<file path="src/config_word_pkg.sv">
// Constants shared by the configuration word store
//
// Function
// RULE_01: Programmed bit reads zero, erased reads one
// RULE_02: Configuration words start at fixed base
// RULE_03: Only table accesses reach configuration space
// RULE_04: Eight words at fixed even addresses
// RULE_05: Code 111 disables boot; reserved codes refused
// RULE_06: Codes 110/010 give small boot segment
// RULE_07: Codes 101/001 give large boot segment
// RULE_08: Write-lock bit zero blocks boot writes
// RULE_09: Boot word upper four bits read zero
// RULE_10: Words latched at reset, held while running
package config_word_pkg;

    localparam int ADDR_W = 24;
    localparam int WORD_W = 8;
    localparam int NUM_WORDS = 8;
    localparam int IDX_W = 3;

    // Configuration space and word addresses
    localparam logic [23:0] CFG_SPACE_LO = 24'h800000;
    localparam logic [23:0] CFG_SPACE_HI = 24'hFFFFFF;
    localparam logic [23:0] CFG_BASE = 24'hF80000;
    localparam logic [23:0] BOOT_SEGMENT_CONFIG_ADDR = 24'hF80000;
    localparam logic [23:0] GENERAL_SEGMENT_CONFIG_ADDR = 24'hF80004;
    localparam logic [23:0] OSCILLATOR_SELECT_CONFIG_ADDR = 24'hF80006;
    localparam logic [23:0] OSCILLATOR_CONFIG_ADDR = 24'hF80008;
    localparam logic [23:0] WATCHDOG_CONFIG_ADDR = 24'hF8000A;
    localparam logic [23:0] POWER_ON_RESET_CONFIG_ADDR = 24'hF8000C;
    localparam logic [23:0] DEBUGGER_CONFIG_ADDR = 24'hF8000E;
    localparam logic [23:0] DEEP_SLEEP_CONFIG_ADDR = 24'hF80010;

    // Word indices in the store
    localparam logic [2:0] IDX_BOOT = 3'h0;
    localparam logic [2:0] IDX_GENERAL = 3'h1;
    localparam logic [2:0] IDX_OSC_SEL = 3'h2;
    localparam logic [2:0] IDX_OSC = 3'h3;
    localparam logic [2:0] IDX_WATCHDOG = 3'h4;
    localparam logic [2:0] IDX_POR = 3'h5;
    localparam logic [2:0] IDX_DEBUG = 3'h6;
    localparam logic [2:0] IDX_DEEP_SLEEP = 3'h7;

    // Boot segment word fields
    localparam int BOOT_WRITE_LOCK_BIT = 0;
    localparam int BOOT_PROTECT_SEL_LSB = 1;
    localparam int BOOT_PROTECT_SEL_MSB = 3;
    localparam logic [7:0] BOOT_WORD_IMPL_MASK = 8'h0F;

    // Erased value of every word; the boot word keeps only its low four bits
    localparam logic [7:0] ERASED_WORD = 8'hFF;
    localparam logic [7:0] READ_ZERO = 8'h00;

    // Boot protection codes
    localparam logic [2:0] BSEL_NONE = 3'h7;
    localparam logic [2:0] BSEL_STD_SMALL = 3'h6;
    localparam logic [2:0] BSEL_HIGH_SMALL = 3'h2;
    localparam logic [2:0] BSEL_STD_LARGE = 3'h5;
    localparam logic [2:0] BSEL_HIGH_LARGE = 3'h1;
    localparam logic [2:0] BSEL_RSVD_A = 3'h3;
    localparam logic [2:0] BSEL_RSVD_B = 3'h4;
    localparam logic [2:0] BSEL_RSVD_C = 3'h0;

    // Boot segment bounds, program word addresses
    localparam logic [23:0] BOOT_SEG_START = 24'h000200;
    localparam logic [23:0] BOOT_SEG_END_SMALL = 24'h000AFE;
    localparam logic [23:0] BOOT_SEG_END_LARGE = 24'h0015FE;

endpackage : config_word_pkg

</file>
<file path="src/config_word_boot_protect.sv">
// Configuration word store with boot segment protection decode
`timescale 1ns/10ps
`default_nettype none
module config_word_boot_protect (
    input  wire logic        clk,
    input  wire logic        reset,
    input  wire logic        tbl_rd,
    input  wire logic        tbl_wr,
    input  wire logic [23:0] tbl_addr,
    input  wire logic [7:0]  tbl_wdata,
    input  wire logic        nv_erase,
    input  wire logic        core_req,
    input  wire logic [23:0] core_addr,
    input  wire logic        flash_wr_req,
    input  wire logic [23:0] flash_wr_addr,
    output logic      [7:0]  tbl_rdata,
    output logic             tbl_rvalid,
    output logic             tbl_wack,
    output logic             tbl_werr,
    output logic             core_cfg_reject,
    output logic             flash_wr_blocked,
    output logic             boot_seg_present,
    output logic             boot_seg_high_sec,
    output logic      [23:0] boot_seg_end,
    output logic             boot_write_lock,
    output logic      [63:0] cfg_words
);

    typedef struct packed {
        logic [7:0][7:0] nv;
        logic [7:0][7:0] lat;
        logic [7:0]      rdata;
        logic            rvalid;
        logic            wack;
        logic            werr;
        logic            reject;
        logic            wr_blocked;
        logic            present;
        logic            high_sec;
        logic [23:0]     seg_end;
        logic            wlock;
    } state_s;

    state_s st_r;
    state_s st_nxt;

    // Maps a table address to a word index; odd or gap addresses miss
    function automatic logic [3:0] addr_to_idx(input logic [23:0] a);
        logic [3:0] r;
        r = 4'h0;
        case (a)
            // Fixed word locations
            config_word_pkg::BOOT_SEGMENT_CONFIG_ADDR:
                r = {1'b1, config_word_pkg::IDX_BOOT};
            config_word_pkg::GENERAL_SEGMENT_CONFIG_ADDR:
                r = {1'b1, config_word_pkg::IDX_GENERAL};
            config_word_pkg::OSCILLATOR_SELECT_CONFIG_ADDR:
                r = {1'b1, config_word_pkg::IDX_OSC_SEL};
            config_word_pkg::OSCILLATOR_CONFIG_ADDR:
                r = {1'b1, config_word_pkg::IDX_OSC};
            config_word_pkg::WATCHDOG_CONFIG_ADDR:
                r = {1'b1, config_word_pkg::IDX_WATCHDOG};
            config_word_pkg::POWER_ON_RESET_CONFIG_ADDR:
                r = {1'b1, config_word_pkg::IDX_POR};
            config_word_pkg::DEBUGGER_CONFIG_ADDR:
                r = {1'b1, config_word_pkg::IDX_DEBUG};
            config_word_pkg::DEEP_SLEEP_CONFIG_ADDR:
                r = {1'b1, config_word_pkg::IDX_DEEP_SLEEP};
            default:
                r = 4'h0;
        endcase
        return r;
    endfunction : addr_to_idx

    // Unimplemented bits of the boot word never hold a one
    function automatic logic [7:0] word_mask(input logic [2:0] idx,
                                             input logic [7:0] w);
        logic [7:0] r;
        r = w;
        // RULE_09 upper bits zero
        if (idx == config_word_pkg::IDX_BOOT) begin
            r = w & config_word_pkg::BOOT_WORD_IMPL_MASK;
        end
        return r;
    endfunction : word_mask

    function automatic logic [2:0] sel_of(input logic [7:0] w);
        return w[config_word_pkg::BOOT_PROTECT_SEL_MSB:
                 config_word_pkg::BOOT_PROTECT_SEL_LSB];
    endfunction : sel_of

    function automatic logic sel_reserved(input logic [2:0] s);
        return (s == config_word_pkg::BSEL_RSVD_A) ||
               (s == config_word_pkg::BSEL_RSVD_B) ||
               (s == config_word_pkg::BSEL_RSVD_C);
    endfunction : sel_reserved

    // Decodes protection code into {present, high, end address}
    function automatic logic [25:0] decode_sel(input logic [2:0] s);
        logic [25:0] r;
        r = {1'b0, 1'b0, config_word_pkg::BOOT_SEG_START};
        case (s)
            // RULE_06 small segment
            config_word_pkg::BSEL_STD_SMALL:
                r = {1'b1, 1'b0, config_word_pkg::BOOT_SEG_END_SMALL};
            config_word_pkg::BSEL_HIGH_SMALL:
                r = {1'b1, 1'b1, config_word_pkg::BOOT_SEG_END_SMALL};
            // RULE_07 large segment
            config_word_pkg::BSEL_STD_LARGE:
                r = {1'b1, 1'b0, config_word_pkg::BOOT_SEG_END_LARGE};
            config_word_pkg::BSEL_HIGH_LARGE:
                r = {1'b1, 1'b1, config_word_pkg::BOOT_SEG_END_LARGE};
            // RULE_05 all ones disables
            config_word_pkg::BSEL_NONE:
                r = {1'b0, 1'b0, config_word_pkg::BOOT_SEG_START};
            default:
                // Reserved code stored anyway: safest to treat as absent
                r = {1'b0, 1'b0, config_word_pkg::BOOT_SEG_START};
        endcase
        return r;
    endfunction : decode_sel

    // Loads the latched copy and its decode from the store
    function automatic state_s latch_from_nv(input state_s s);
        state_s r;
        logic [25:0] d;
        r = s;
        // RULE_10 latch during reset
        r.lat = s.nv;
        d = decode_sel(sel_of(s.nv[config_word_pkg::IDX_BOOT]));
        r.present = d[25];
        r.high_sec = d[24];
        r.seg_end = d[23:0];
        r.wlock =
            ~s.nv[config_word_pkg::IDX_BOOT]
                 [config_word_pkg::BOOT_WRITE_LOCK_BIT];
        r.rdata = config_word_pkg::READ_ZERO;
        r.rvalid = 1'b0;
        r.wack = 1'b0;
        r.werr = 1'b0;
        r.reject = 1'b0;
        r.wr_blocked = 1'b0;
        return r;
    endfunction : latch_from_nv

    always_comb begin
        logic [3:0] hit;
        logic [7:0] wval;
        logic       in_cfg_tbl;
        logic       in_cfg_core;
        logic       in_seg;
        hit = addr_to_idx(tbl_addr);
        wval = word_mask(hit[2:0], tbl_wdata);
        // RULE_02 base in config space
        in_cfg_tbl = (tbl_addr >= config_word_pkg::CFG_BASE);
        in_cfg_core = (core_addr >= config_word_pkg::CFG_SPACE_LO) &&
                      (core_addr <= config_word_pkg::CFG_SPACE_HI);
        in_seg = (flash_wr_addr >= config_word_pkg::BOOT_SEG_START) &&
                 (flash_wr_addr <= st_r.seg_end);
        st_nxt = st_r;
        st_nxt.rvalid = 1'b0;
        st_nxt.wack = 1'b0;
        st_nxt.werr = 1'b0;

        // RULE_03 fetch and data refused
        st_nxt.reject = core_req && in_cfg_core;

        // RULE_04 table read of a word
        if (tbl_rd) begin
            st_nxt.rvalid = 1'b1;
            st_nxt.rdata = config_word_pkg::READ_ZERO;
            if (hit[3] && in_cfg_tbl) begin
                // RULE_09 boot word masked
                st_nxt.rdata = word_mask(hit[2:0], st_r.nv[hit[2:0]]);
            end
        end else if (tbl_wr) begin
            st_nxt.wack = 1'b1;
            if (!hit[3]) begin
                st_nxt.werr = 1'b1;
            // RULE_05 reserved code refused
            end else if (hit[2:0] == config_word_pkg::IDX_BOOT &&
                         sel_reserved(sel_of(wval))) begin
                st_nxt.werr = 1'b1;
            end else begin
                // RULE_01 zero is programmed
                st_nxt.nv[hit[2:0]] = wval;
            end
        end

        // Erase returns every implemented bit to its unprogrammed one
        if (nv_erase) begin
            for (int i = 0; i < config_word_pkg::NUM_WORDS; i++) begin
                st_nxt.nv[i] = word_mask(3'(i),
                                         config_word_pkg::ERASED_WORD);
            end
        end

        // RULE_08 write lock blocks segment
        st_nxt.wr_blocked = flash_wr_req && st_r.present &&
                            st_r.wlock && in_seg;
    end

    // Store survives reset; the latched copy and its decode are refreshed by it
    always_ff @(posedge clk) begin
        if (reset) begin
            st_r <= latch_from_nv(st_r);
        end else begin
            st_r <= st_nxt;
        end
    end

    assign tbl_rdata = st_r.rdata;
    assign tbl_rvalid = st_r.rvalid;
    assign tbl_wack = st_r.wack;
    assign tbl_werr = st_r.werr;
    assign core_cfg_reject = st_r.reject;
    assign flash_wr_blocked = st_r.wr_blocked;
    assign boot_seg_present = st_r.present;
    assign boot_seg_high_sec = st_r.high_sec;
    assign boot_seg_end = st_r.seg_end;
    assign boot_write_lock = st_r.wlock;
    assign cfg_words = st_r.lat;

endmodule : config_word_boot_protect
`default_nettype wire

</file>
<file path="config.mk">
export PLATFORM = sky130hd
export DESIGN_NAME = config_word_boot_protect
export DESIGN_NICKNAME = d
export VERILOG_FILES = /design/src/config_word_pkg.sv /design/src/config_word_boot_protect.sv
export SDC_FILE = /design/constraint.sdc
export NUM_CORES = 1
export LEC_CHECK = 0
export BUFFER_PORTS_ARGS = -buffer_cell sky130_fd_sc_hd__buf_2
export CAP_MARGIN = 15
export CORE_MARGIN = 5
export CORE_UTILIZATION = 40
export CTS_BUF_LIST = sky130_fd_sc_hd__clkbuf_4 sky130_fd_sc_hd__clkbuf_8
export DETAILED_ROUTE_END_ITERATION = 6
export SYNTH_ARGS = -nofsm -noshare
export SYNTH_HDL_FRONTEND = slang
export SYNTH_SLANG_ARGS = --single-unit
</file>
<file path="constraint.sdc">
create_clock -name clk -period 15.3 [get_ports clk]
set_input_delay 1.53 -clock clk [delete_from_list [all_inputs] [get_ports clk]]
set_output_delay 1.53 -clock clk [all_outputs]
set_load 0.03 [all_outputs]
</file>
### Word level (Yosys, flattened, before mapping)

Index checks and enable logic that the tools add are counted.
W data, S select, Z words.

| word-level totals | value |
|---|---|
| logic and storage cells | 88 |
| register bits after elaboration | 168 |
| input bits | 87 |
| output and inout port bits | 104 |

| operators by class | value |
|---|---|
| bitwise logic cells | 3 |
| mux-type cells | 18 |
| $lt $le $gt $ge | 7 |
| equality and inequality tests | 16 |
| reductions and logical operators | 18 |

Operator list:

| kind | count |
|---|---|
| $mux W64 | 4 |
| $eq A24 B24 Y1 const B | 8 |
| $pmux W26 S4 | 1 |
| $bwmux W64 | 1 |
| $ge A24 B24 Y1 const B | 2 |
| $mux W8 | 5 |
| $pmux W4 S8 | 1 |
| $bmux W8 S3 | 1 |
| $demux W8 S3 | 1 |
| $ge A24 B10 Y1 const B | 1 |
| $le A24 B24 Y1 | 1 |
| $le A24 B24 Y1 const B | 1 |
| $eq A3 B3 Y1 const B | 3 |
| $logic_and A1 B1 Y1 | 9 |
| $eq A3 B2 Y1 const B | 2 |
| $logic_not A3 Y1 | 2 |
| $reduce_and A5 Y1 | 1 |
| $lt A3 B4 Y1 const B | 1 |
| $reduce_bool A2 Y1 | 2 |
| $eq A3 B1 Y1 const B | 1 |
| $ge A3 B1 Y1 const B | 1 |
| $mux W1 | 3 |
| $not A1 Y1 | 3 |
| $reduce_or A3 Y1 | 1 |
| 5 further kinds | 6 |

### Logic depth before layout (Yosys ltp)

Gate-level depths: netlist of the first run.

| depth | value |
|---|---|
| depth in word-level cells | 12 |
| mapped depth | 9 |
| gate-level depth less buffers | 8 |

### Worst setup path after synthesis of the first run

No wires, ideal clock.

| path | value |
|---|---|
| path kind | input to register |
| start | input port tbl_addr[17] |
| end | register st_r[104] (netlist bit) (enable) |
| data required time | 14792 ps |
| stages on the path | 5 |
| arrival time | 5953 ps |
| buffers on the path | 0 |
| setup time | 508 ps |
| path slack | 8839 ps |
| cells stage by stage | or4b_4 > nor3_4 > and2_0 > nand3_1 > o22ai_1 |

| on the way | value |
|---|---|
| longest elaborated chain between the ends | 6 |
| elaborated cells on any way between the ends | 14 |
| classes of those cells | eq/ne: 9; mux: 1; reduce/logical: 4 |

RTL lines:

| element | line | RTL |
|---|---|---|
| from (decl) | config_word_boot_protect.sv:9 | `input wire logic [23:0] tbl_addr,` |
| $eq A24 B24 Y1 | config_word_boot_protect.sv:51 | `case (a)` |
| $pmux W4 S8 (*) | config_word_boot_protect.sv:51 |  |
| $logic_not A3 Y1 | config_word_boot_protect.sv:181 | `end else if (hit[2:0] == config_word_pkg::IDX_BOOT &&` |
| $logic_and A1 B1 Y1 | config_word_boot_protect.sv:181 |  |
| $ne A2 B2 Y1 (no source line) | -- |  |
| $reduce_and A5 Y1 (no source line) (*) | -- |  |
| to (signal assigned) | config_word_boot_protect.sv:206 | `st_r <= latch_from_nv(st_r);` |
| to (signal assigned) | config_word_boot_protect.sv:208 | `st_r <= st_nxt;` |
| to (decl) | config_word_boot_protect.sv:44 | `state_s st_r;` |

Mark *: on every way between the ends. The rest lies on a longest branch, timed or not.
A chain may end at the register's enable or synchronous reset.

### Worst setup path after layout of the first run

| path | value |
|---|---|
| start | input port tbl_addr[17] |
| end | register st_r[158] (netlist bit) (enable) |

The elaborated chain is that of the path after synthesis.

==> qor.json, run 1 <==
{
  "sta": {
    "timing.max_slew.rel_slack_pct": 35.1,
    "fin_worst_skew_ns": 0.00900,
    "final_critical_path_setup_slack_ns": 11.04,
    "final_hold_viol_count": 0,
    "grt_setup_unrepaired": "false",
    "timing.final.setup_violations": 0,
    "achievable-frequency_mhz": 234,
    "final_max_slew_viols": 0,
    "setup_total_negative_slack_ns": 0,
    "finalCritPeriodShare_pct": 27.9,
    "tightest_slew_ns": 0.970,
    "finalWorstPathRequiredPeriod_ns": 4.26
  },
  "synthesis": {
    "synth_area_leader_cell": "sky130_fd_sc_hd__edfxtp_1",
    "synth.top_cells.by_area": "sky130_fd_sc_hd__edfxtp_1, sky130_fd_sc_hd__buf_4, sky130_fd_sc_hd__mux2i_1",
    "synth_enable_flop_cells": 134,
    "postSynthAreaPerCell_um2": 12.2,
    "syn-instance-count": 599,
    "yosys_most_used_dff": "sky130_fd_sc_hd__edfxtp_1",
    "synthTopCellsByCount": "sky130_fd_sc_hd__edfxtp_1, sky130_fd_sc_hd__buf_4, sky130_fd_sc_hd__nand2_1, sky130_fd_sc_hd__mux2i_1, sky130_fd_sc_hd__clkbuf_1",
    "synth_largest_type_area_fraction_pct": 55.2,
    "synth_sequential_area_ratio_pct": 58.8,
    "synth_seq_cells": 147,
    "synth-async-reset-ratio_pct": 0,
    "yosysWarningCount": 0,
    "yosysMostFrequentCell": "sky130_fd_sc_hd__edfxtp_1",
    "synthesis.area_um2": 7290,
    "yosysUniqueCellTypes": 55
  },
  "clock_tree": {
    "ctsRootBufferMaster": "sky130_fd_sc_hd__clkbuf_8",
    "numCtsBuffers": 17,
    "clkSinkCount": 147,
    "cts_resized": 0,
    "tritoncts": "yes",
    "skew_pair_late_insertion_delay_ns": 0.46,
    "cts_buffer_depth": 2,
    "clk_transition_reported_paths_ns": 0.08,
    "cts.repair_timing.setup_buffer_count": 0,
    "cts_hold_buffers": 0,
    "cts_h_tree_depth": 4
  },
  "worst_setup_path": {
    "setup_crit_end_kind": "flip-flop",
    "start_kind": "primary input",
    "crit_chain": "buf_2 -> or4b_4 -> nor3_4 -> and2_0 -> nand3_1 -> o22ai_4 -> buf_4",
    "crit_arrival_ns": 4.36,
    "critical-path-max-stage-delay_ns": 0.60,
    "cell_family_with_the_largest_share_of_critical_path_delay": "simple AND/OR/NAND/NOR gates",
    "criticalPathCategory": "in -> reg",
    "worst_ep_required_time_ns": 15.39,
    "cpMaxStageDelayCell": "sky130_fd_sc_hd__o22ai_4",
    "critical_path_peak_fanout": 44,
    "crit_buf_inv": 2
  },
  "cells_and_area": {
    "post_route_cells_drive_above_1_share_pct": 31.3,
    "final_nets": 763,
    "antenna-diode-count": 0,
    "syn_to_final_growth_pct": 9.92,
    "final_cell_area_um2": 8010
  },
  "placement": {
    "postPlaceCellArea_um2": 7620,
    "placement.setup.worst_slack_ns": 10.54,
    "gpl.final_weighted_congestion": 0.918,
    "place_hpwl_um": 12200,
    "portBuffers": 155
  },
  "global_route": {
    "grt_use_total_pct": 16.5,
    "residual_overflow_from_global_routing": 0,
    "antenna_found_initial": 0,
    "grt_start_max_net_pins": 72,
    "first_global_vias": 4837,
    "grt_pass1_wl_um": 27300
  },
  "route": {
    "route.detailed.drc": 0,
    "drt_iter0_drc": 297,
    "drt_pre_antenna_iters": 4,
    "via_per_inst": 5.13,
    "totalWireLength_um": 17400,
    "routedWlPerCell_um": 19.2,
    "drtAntennaViolNets": 0,
    "total_via_count_in_the_routed_design": 4650
  },
  "power_and_ir_drop": {
    "power_leakage_nw": 3.03,
    "peakVddDrop_mv": 0.0584,
    "comb_power_share_pct": 9.8,
    "p_sw_share_pct": 25.4,
    "power.clock.fraction_pct": 35.5,
    "powerDensity_nw_per_um2": 105,
    "seq_power_share_pct": 54.7,
    "p_int_w": 0.000627,
    "power.net_switching_w": 0.000213
  },
  "job": {
    "count_of_maximum_capacitance_violations": 0
  },
  "die": {
    "rows": 49,
    "num_io_pins": 191,
    "die_x_um": 145,
    "die-area_um2": 21000,
    "initial_util_pct": 40.6,
    "placeableCoreArea_um2": 18000,
    "die_h_um": 145
  },
  "min_path": {
    "min_path_type": "reg -> reg"
  },
  "outcome": {
    "run_status": "finished, final reports clean"
  }
}
metal layers:
| layer | track usage [%] | up-vias | wire, um |
|---|---|---|---|
| li1 | - | 2212 | - |
| met1 | 21.4 | 2238 | 7490 |
| met2 | 26.4 | 172 | 8430 |
| met3 | 4.33 | 28 | 1160 |
| met4 | 6.78 | 0 | 357 |
| met5 | 0 | - | 0 |
through the flow:
stage / total power [W] / utilization (%) / hold WS (ns) / instances
3_5_place_dp: 0.000552 / 42.4 / 0.435 / 874
2_1_floorplan: 0.000531 / - / 0.417 / 610
3_3_place_gp: 0.000549 / 42.4 / 0.436 / 873
5_1_grt: 0.000874 / 44.6 / 0.473 / 906
6_report: 0.000840 / 44.6 / 0.455 / 906
4_1_cts: 0.000849 / 44.6 / 0.452 / 906
path summary, 6_finish.rpt:
path | from | to | slack (ns) | cells past startpoint
worst max register to register | boot_seg_end[7]$_DFFE_PP_ | flash_wr_blocked$_SDFF_PP0_ | 12.81 | 8
worst max-delay path | tbl_addr[17] | st_r[158]$_SDFFCE_PP1P_ | 11.04 | 7
worst min register to register | st_r[109]$_SDFFCE_PP0P_ | cfg_words[5]$_DFFE_PP_ | 0.45 | 0
worst min-delay path | st_r[109]$_SDFFCE_PP0P_ | cfg_words[5]$_DFFE_PP_ | 0.45 | 0
cell usage in the layout, fill, tap and decap left out, types with 7 or more instances in the layout:
master	count
sky130_fd_sc_hd__buf_2	155
sky130_fd_sc_hd__edfxtp_1	134
sky130_fd_sc_hd__o22ai_1	7
sky130_fd_sc_hd__nand3_1	9
sky130_fd_sc_hd__clkbuf_8	17
sky130_fd_sc_hd__dfxtp_1	13
sky130_fd_sc_hd__o31ai_1	8
sky130_fd_sc_hd__nand2_1	80
sky130_fd_sc_hd__o21ai_0	8
sky130_fd_sc_hd__nor2b_1	7
sky130_fd_sc_hd__inv_1	11
sky130_fd_sc_hd__conb_1	12
sky130_fd_sc_hd__ha_1	12
sky130_fd_sc_hd__o211ai_1	7
sky130_fd_sc_hd__nor4_1	10
sky130_fd_sc_hd__mux2i_1	51
sky130_fd_sc_hd__a21oi_1	13
sky130_fd_sc_hd__nor2_1	21
sky130_fd_sc_hd__a211o_1	8
power groups by stage:
stage	Combinational (W)	Clock, W	Sequential (W)
final	0.0000825	0.000298	0.000459
after global routing	0.0000898	0.000323	0.000461
after CTS	0.0000835	0.000306	0.000460
after detailed placement	0.0000833	0	0.000469
after global placement	0.0000808	0	0.000468
after floorplan	0.0000624	0	0.000469
layout make-up:
| type | count | area [um^2] |
|---|---|---|
| multi-input combinational | 326 | 2190 |
| clock inverter | 12 | 131 |
| inverter | 11 | 41.3 |
| fill | 1698 | 9950 |
| clock buffer | 20 | 256 |
| sequential | 147 | 4280 |
| tap | 229 | 287 |
| timing repair buffer | 161 | 821 |
sequential cells by signal (all words and copies together) (netlist names):
register / count
tbl_rdata: 8
boot_seg_high_sec: 1
boot_write_lock: 1
flash_wr_blocked: 1
st_r: 64
tbl_rvalid: 1
cfg_words: 64
tbl_wack: 1
tbl_werr: 1
boot_seg_end: 4
core_cfg_reject: 1
cells by family (layout without fill, tap and decap cells):
group                      Yosys count  after routing  synth area share, %
and+or+nand+nor                    177            177                 12.6
DFF                                147            147                 58.8
buffers and inverters              137            204                 12.2
AOI/OAI and AO/OA                   70             70                 6.63
muxes                               55             55                 7.62
adders and majority gates           12             12                 2.06
other                                1             12               0.0515
Power figures use the tool's default switching activity.
==> run 2: changes to the inputs <==
==> constraint.sdc (replaced) <==
create_clock -name clk -period 4.3 [get_ports clk]
set_input_delay 0.43 -clock clk [delete_from_list [all_inputs] [get_ports clk]]
set_output_delay 0.43 -clock clk [all_outputs]
set_load 0.03 [all_outputs]
==> qor.json, run 2 (synthesized netlist as in run 1, its figures left out) <==
{
  "worst_setup_path": {
    "worst_ep_required_time": {"value": 4.45, "unit": "ns", "change": "-10.94 ns"},
    "crit-reg2reg-capture": "flash_wr_blocked$_SDFF_PP0_",
    "cpMaxStageDelayCell": "sky130_fd_sc_hd__or4_1",
    "criticalPathCategory": "in -> reg",
    "crit_chain": "buf_2 -> or4_1 -> nor3_4 -> and2_0 -> nand3_1 -> o22ai_4 -> buf_4",
    "crit_buf_inv": {"value": 2, "change": "unchanged"},
    "setup_crit_end_kind": "flip-flop",
    "timing.reg2reg.worst_path_depth": {"value": 8, "change": "unchanged"},
    "start_kind": "primary input",
    "crit_arrival": {"value": 2.92, "unit": "ns", "change": "-1.44 ns"},
    "cell_family_with_the_largest_share_of_critical_path_delay": "simple AND/OR/NAND/NOR gates",
    "critical-path-max-stage-delay": {"value": 0.64, "unit": "ns", "change": "+0.04 ns"},
    "rr_startpoint": "boot_seg_end[7]$_DFFE_PP_",
    "critical_path_peak_fanout": {"value": 17, "change": "-61%"},
    "worst-r2r-setup-slack": {"value": 1.75, "unit": "ns", "change": "-11.06 ns"}
  },
  "clock_tree": {
    "cts_h_tree_depth": {"value": 4, "change": "unchanged"},
    "clk_transition_reported_paths": {"value": 0.08, "unit": "ns", "change": "about the same"},
    "ctsRootBufferMaster": "sky130_fd_sc_hd__clkbuf_8",
    "cts_hold_buffers": {"value": 0, "change": "unchanged"},
    "cts_buffer_depth": {"value": 2, "change": "unchanged"},
    "cts.repair_timing.setup_buffer_count": {"value": 0, "change": "unchanged"},
    "clkSinkCount": {"value": 147, "change": "unchanged"},
    "skew_pair_late_insertion_delay": {"value": 0.46, "unit": "ns", "change": "about the same"},
    "cts_resized": {"value": 0, "change": "unchanged"},
    "numCtsBuffers": {"value": 17, "change": "unchanged"},
    "tritoncts": "yes"
  },
  "global_route": {
    "antenna_found_initial": {"value": 0, "change": "unchanged"},
    "residual_overflow_from_global_routing": {"value": 0, "change": "unchanged"},
    "grt_start_max_net_pins": {"value": 58, "change": "-19%"},
    "grt_pass1_wl": {"value": 27000, "unit": "um", "change": "-1.2%"},
    "grt_use_total": {"value": 16.4, "unit": "%", "change": "-0.080 points"},
    "first_global_vias": {"value": 4778, "change": "-1.2%"}
  },
  "cells_and_area": {
    "layout.filler_cells": {"value": 1689, "change": "-0.53%"},
    "syn_to_final_growth_pct": 10.6,
    "layout.cells.most_common_list": "sky130_fd_sc_hd__buf_2, sky130_fd_sc_hd__edfxtp_1, sky130_fd_sc_hd__nand2_1, sky130_fd_sc_hd__mux2i_1, sky130_fd_sc_hd__nor2_1",
    "post_route_cells_drive_above_1_share": {"value": 31.5, "unit": "%", "change": "+0.16 points"},
    "final-seq-area": {"value": 4280, "unit": "um^2", "change": "unchanged"},
    "antenna-diode-count": {"value": 0, "change": "unchanged"},
    "utilization": {"value": 44.9, "unit": "%", "change": "+0.29 points"},
    "multi_input_gate_area_in_the_final_layout": {"value": 2180, "unit": "um^2", "change": "-0.40%"},
    "final_nets": {"value": 766, "change": "+0.39%"},
    "most_common_cell_after_layout_fill_and_taps_aside": "sky130_fd_sc_hd__buf_2"
  },
  "die": {
    "die-area": {"value": 21000, "unit": "um^2", "change": "unchanged"},
    "die_x": {"value": 145, "unit": "um", "change": "unchanged"},
    "die_h": {"value": 145, "unit": "um", "change": "unchanged"},
    "initial_util": {"value": 40.6, "unit": "%", "change": "unchanged"},
    "rows": {"value": 49, "change": "unchanged"},
    "placeableCoreArea": {"value": 18000, "unit": "um^2", "change": "unchanged"},
    "num_io_pins": {"value": 191, "change": "unchanged"}
  },
  "power_and_ir_drop": {
    "fin_total_pwr": {"value": 0.00302, "unit": "W", "change": "+260%"},
    "peakVddDrop": {"value": 0.175, "unit": "mV", "change": "+200%"},
    "power_leakage": {"value": 3.06, "unit": "nW", "change": "+0.80%"},
    "powerDensity": {"value": 375, "unit": "nW/um^2", "change": "+260%"}
  },
  "sta": {
    "holdWs": {"value": 0.196, "unit": "ns", "change": "-0.259 ns"},
    "setup_total_negative_slack": {"value": 0, "unit": "ns", "change": "unchanged"},
    "timing.max_slew.rel_slack": {"value": 51.2, "unit": "%", "change": "+16 points"},
    "finalCritPeriodShare_pct": 64.6,
    "grt_setup_unrepaired": "false",
    "achievable-frequency_mhz": 360,
    "final_hold_viol_count": {"value": 0, "change": "unchanged"},
    "timing.final.setup_violations": {"value": 0, "change": "unchanged"},
    "finalWorstPathRequiredPeriod_ns": 2.78,
    "tightest_slew": {"value": 0.730, "unit": "ns", "change": "-0.240 ns"},
    "fin_worst_skew": {"value": 0.0127, "unit": "ns", "change": "+0.00370 ns"},
    "final_max_slew_viols": {"value": 0, "change": "unchanged"}
  },
  "job": {
    "count_of_maximum_capacitance_violations": {"value": 0, "change": "unchanged"}
  },
  "min_path": {
    "timing.hold.worst.start": "core_addr[23]",
    "worstHoldEndpoint": "core_cfg_reject$_SDFF_PP0_",
    "min_path_type": "in -> reg",
    "min_delay_path_depth": {"value": 3, "change": "+3"}
  },
  "outcome": {
    "run_status": "finished, final reports clean"
  },
  "placement": {
    "portBuffers": {"value": 155, "change": "unchanged"},
    "gpl.final_weighted_congestion": {"value": 0.937, "change": "+2.1%"},
    "place_hpwl": {"value": 12500, "unit": "um", "change": "+2.5%"}
  },
  "route": {
    "route.detailed.drc": {"value": 0, "change": "unchanged"},
    "totalWireLength": {"value": 17500, "unit": "um", "change": "+0.46%"},
    "via_per_inst": {"value": 5.20, "change": "+1.2%"},
    "drtAntennaViolNets": {"value": 0, "change": "unchanged"},
    "drt_iter0_drc": {"value": 354, "change": "+19%"},
    "routedWlPerCell": {"value": 19.3, "unit": "um", "change": "+0.13%"},
    "drt_pre_antenna_iters": {"value": 4, "change": "unchanged"},
    "total_via_count_in_the_routed_design": {"value": 4723, "change": "+1.6%"}
  }
}
==> run 2: cell types whose count changed in the layout (fill, tap and decap cells not counted), sizes merged <==
cell      delta
buf          +3
clkbuf       -1
clkinv       +2
clkinvlp     -2
inv          +1
==> run 2: worst max path at each step <==
stage | cells past startpoint | start | slack [ns] | to
floorplan | 5 | tbl_addr[17] | 0.47 | st_r[104]$_SDFFCE_PP1P_
global placement | 7 | tbl_addr[9] | 1.11 | st_r[109]$_SDFFCE_PP0P_
detailed placement | 7 | tbl_addr[9] | 1.06 | st_r[108]$_SDFFCE_PP0P_
CTS | 7 | tbl_addr[9] | 1.55 | st_r[112]$_SDFFCE_PP1P_
global route | 7 | tbl_addr[9] | 1.39 | st_r[136]$_SDFFCE_PP1P_
finish | 7 | tbl_addr[9] | 1.52 | st_r[112]$_SDFFCE_PP1P_
==> run 2: layer usage <==
layer | part of all wire, % | vias to the layer above | GRT usage (%) | wire length, um
met5 | 0 | - | 0 | 0
li1 | - | 2227 | - | -
met1 | 43 | 2267 | 21.5 | 7440
met2 | 48 | 209 | 26.4 | 8370
met4 | 1.7 | 0 | 5.23 | 293
met3 | 8.0 | 20 | 4.96 | 1400
==> run 2: power breakdown <==
part	total (W)	switching [W]	leakage (nW)	internal, W
clock	0.00109	0.000537	0.201	0.000553
combinational	0.000297	0.000208	1.54	0.0000894
sequential	0.00163	0.0000261	1.32	0.00161
==> run 2: area by class of cell <==
type / instances / share of cell area [%]
Sequential cell: 147 / 53.1
Multi-Input combinational cell: 326 / 27.1
Timing Repair Buffer: 164 / 10.6
Tap cell: 229 / 3.55
Clock buffer: 19 / 3.24
Clock inverter: 13 / 1.85
Inverter: 11 / 0.512
==> run 2: worst reg2reg max path, cell delays in order, from the launching register on <==
cell and delay (ns):
sky130_fd_sc_hd__edfxtp_1 0.51, sky130_fd_sc_hd__inv_1 0.19, sky130_fd_sc_hd__ha_1 0.33, sky130_fd_sc_hd__nor2b_1 0.14
sky130_fd_sc_hd__o21a_1 0.16, sky130_fd_sc_hd__o211ai_1 0.17, sky130_fd_sc_hd__a21oi_1 0.09, sky130_fd_sc_hd__or4b_2 0.61
sky130_fd_sc_hd__a221oi_1 0.26
==> run 2: stage by stage <==
step	setup WS, ns	instance area [um^2]	instances
after CTS	1.55	8060	909
after global placement	1.11	7650	877
after detailed placement	1.06	7650	877
after global routing	1.39	8060	909
after floorplan	0.473	7330	610
final	1.52	8060	909
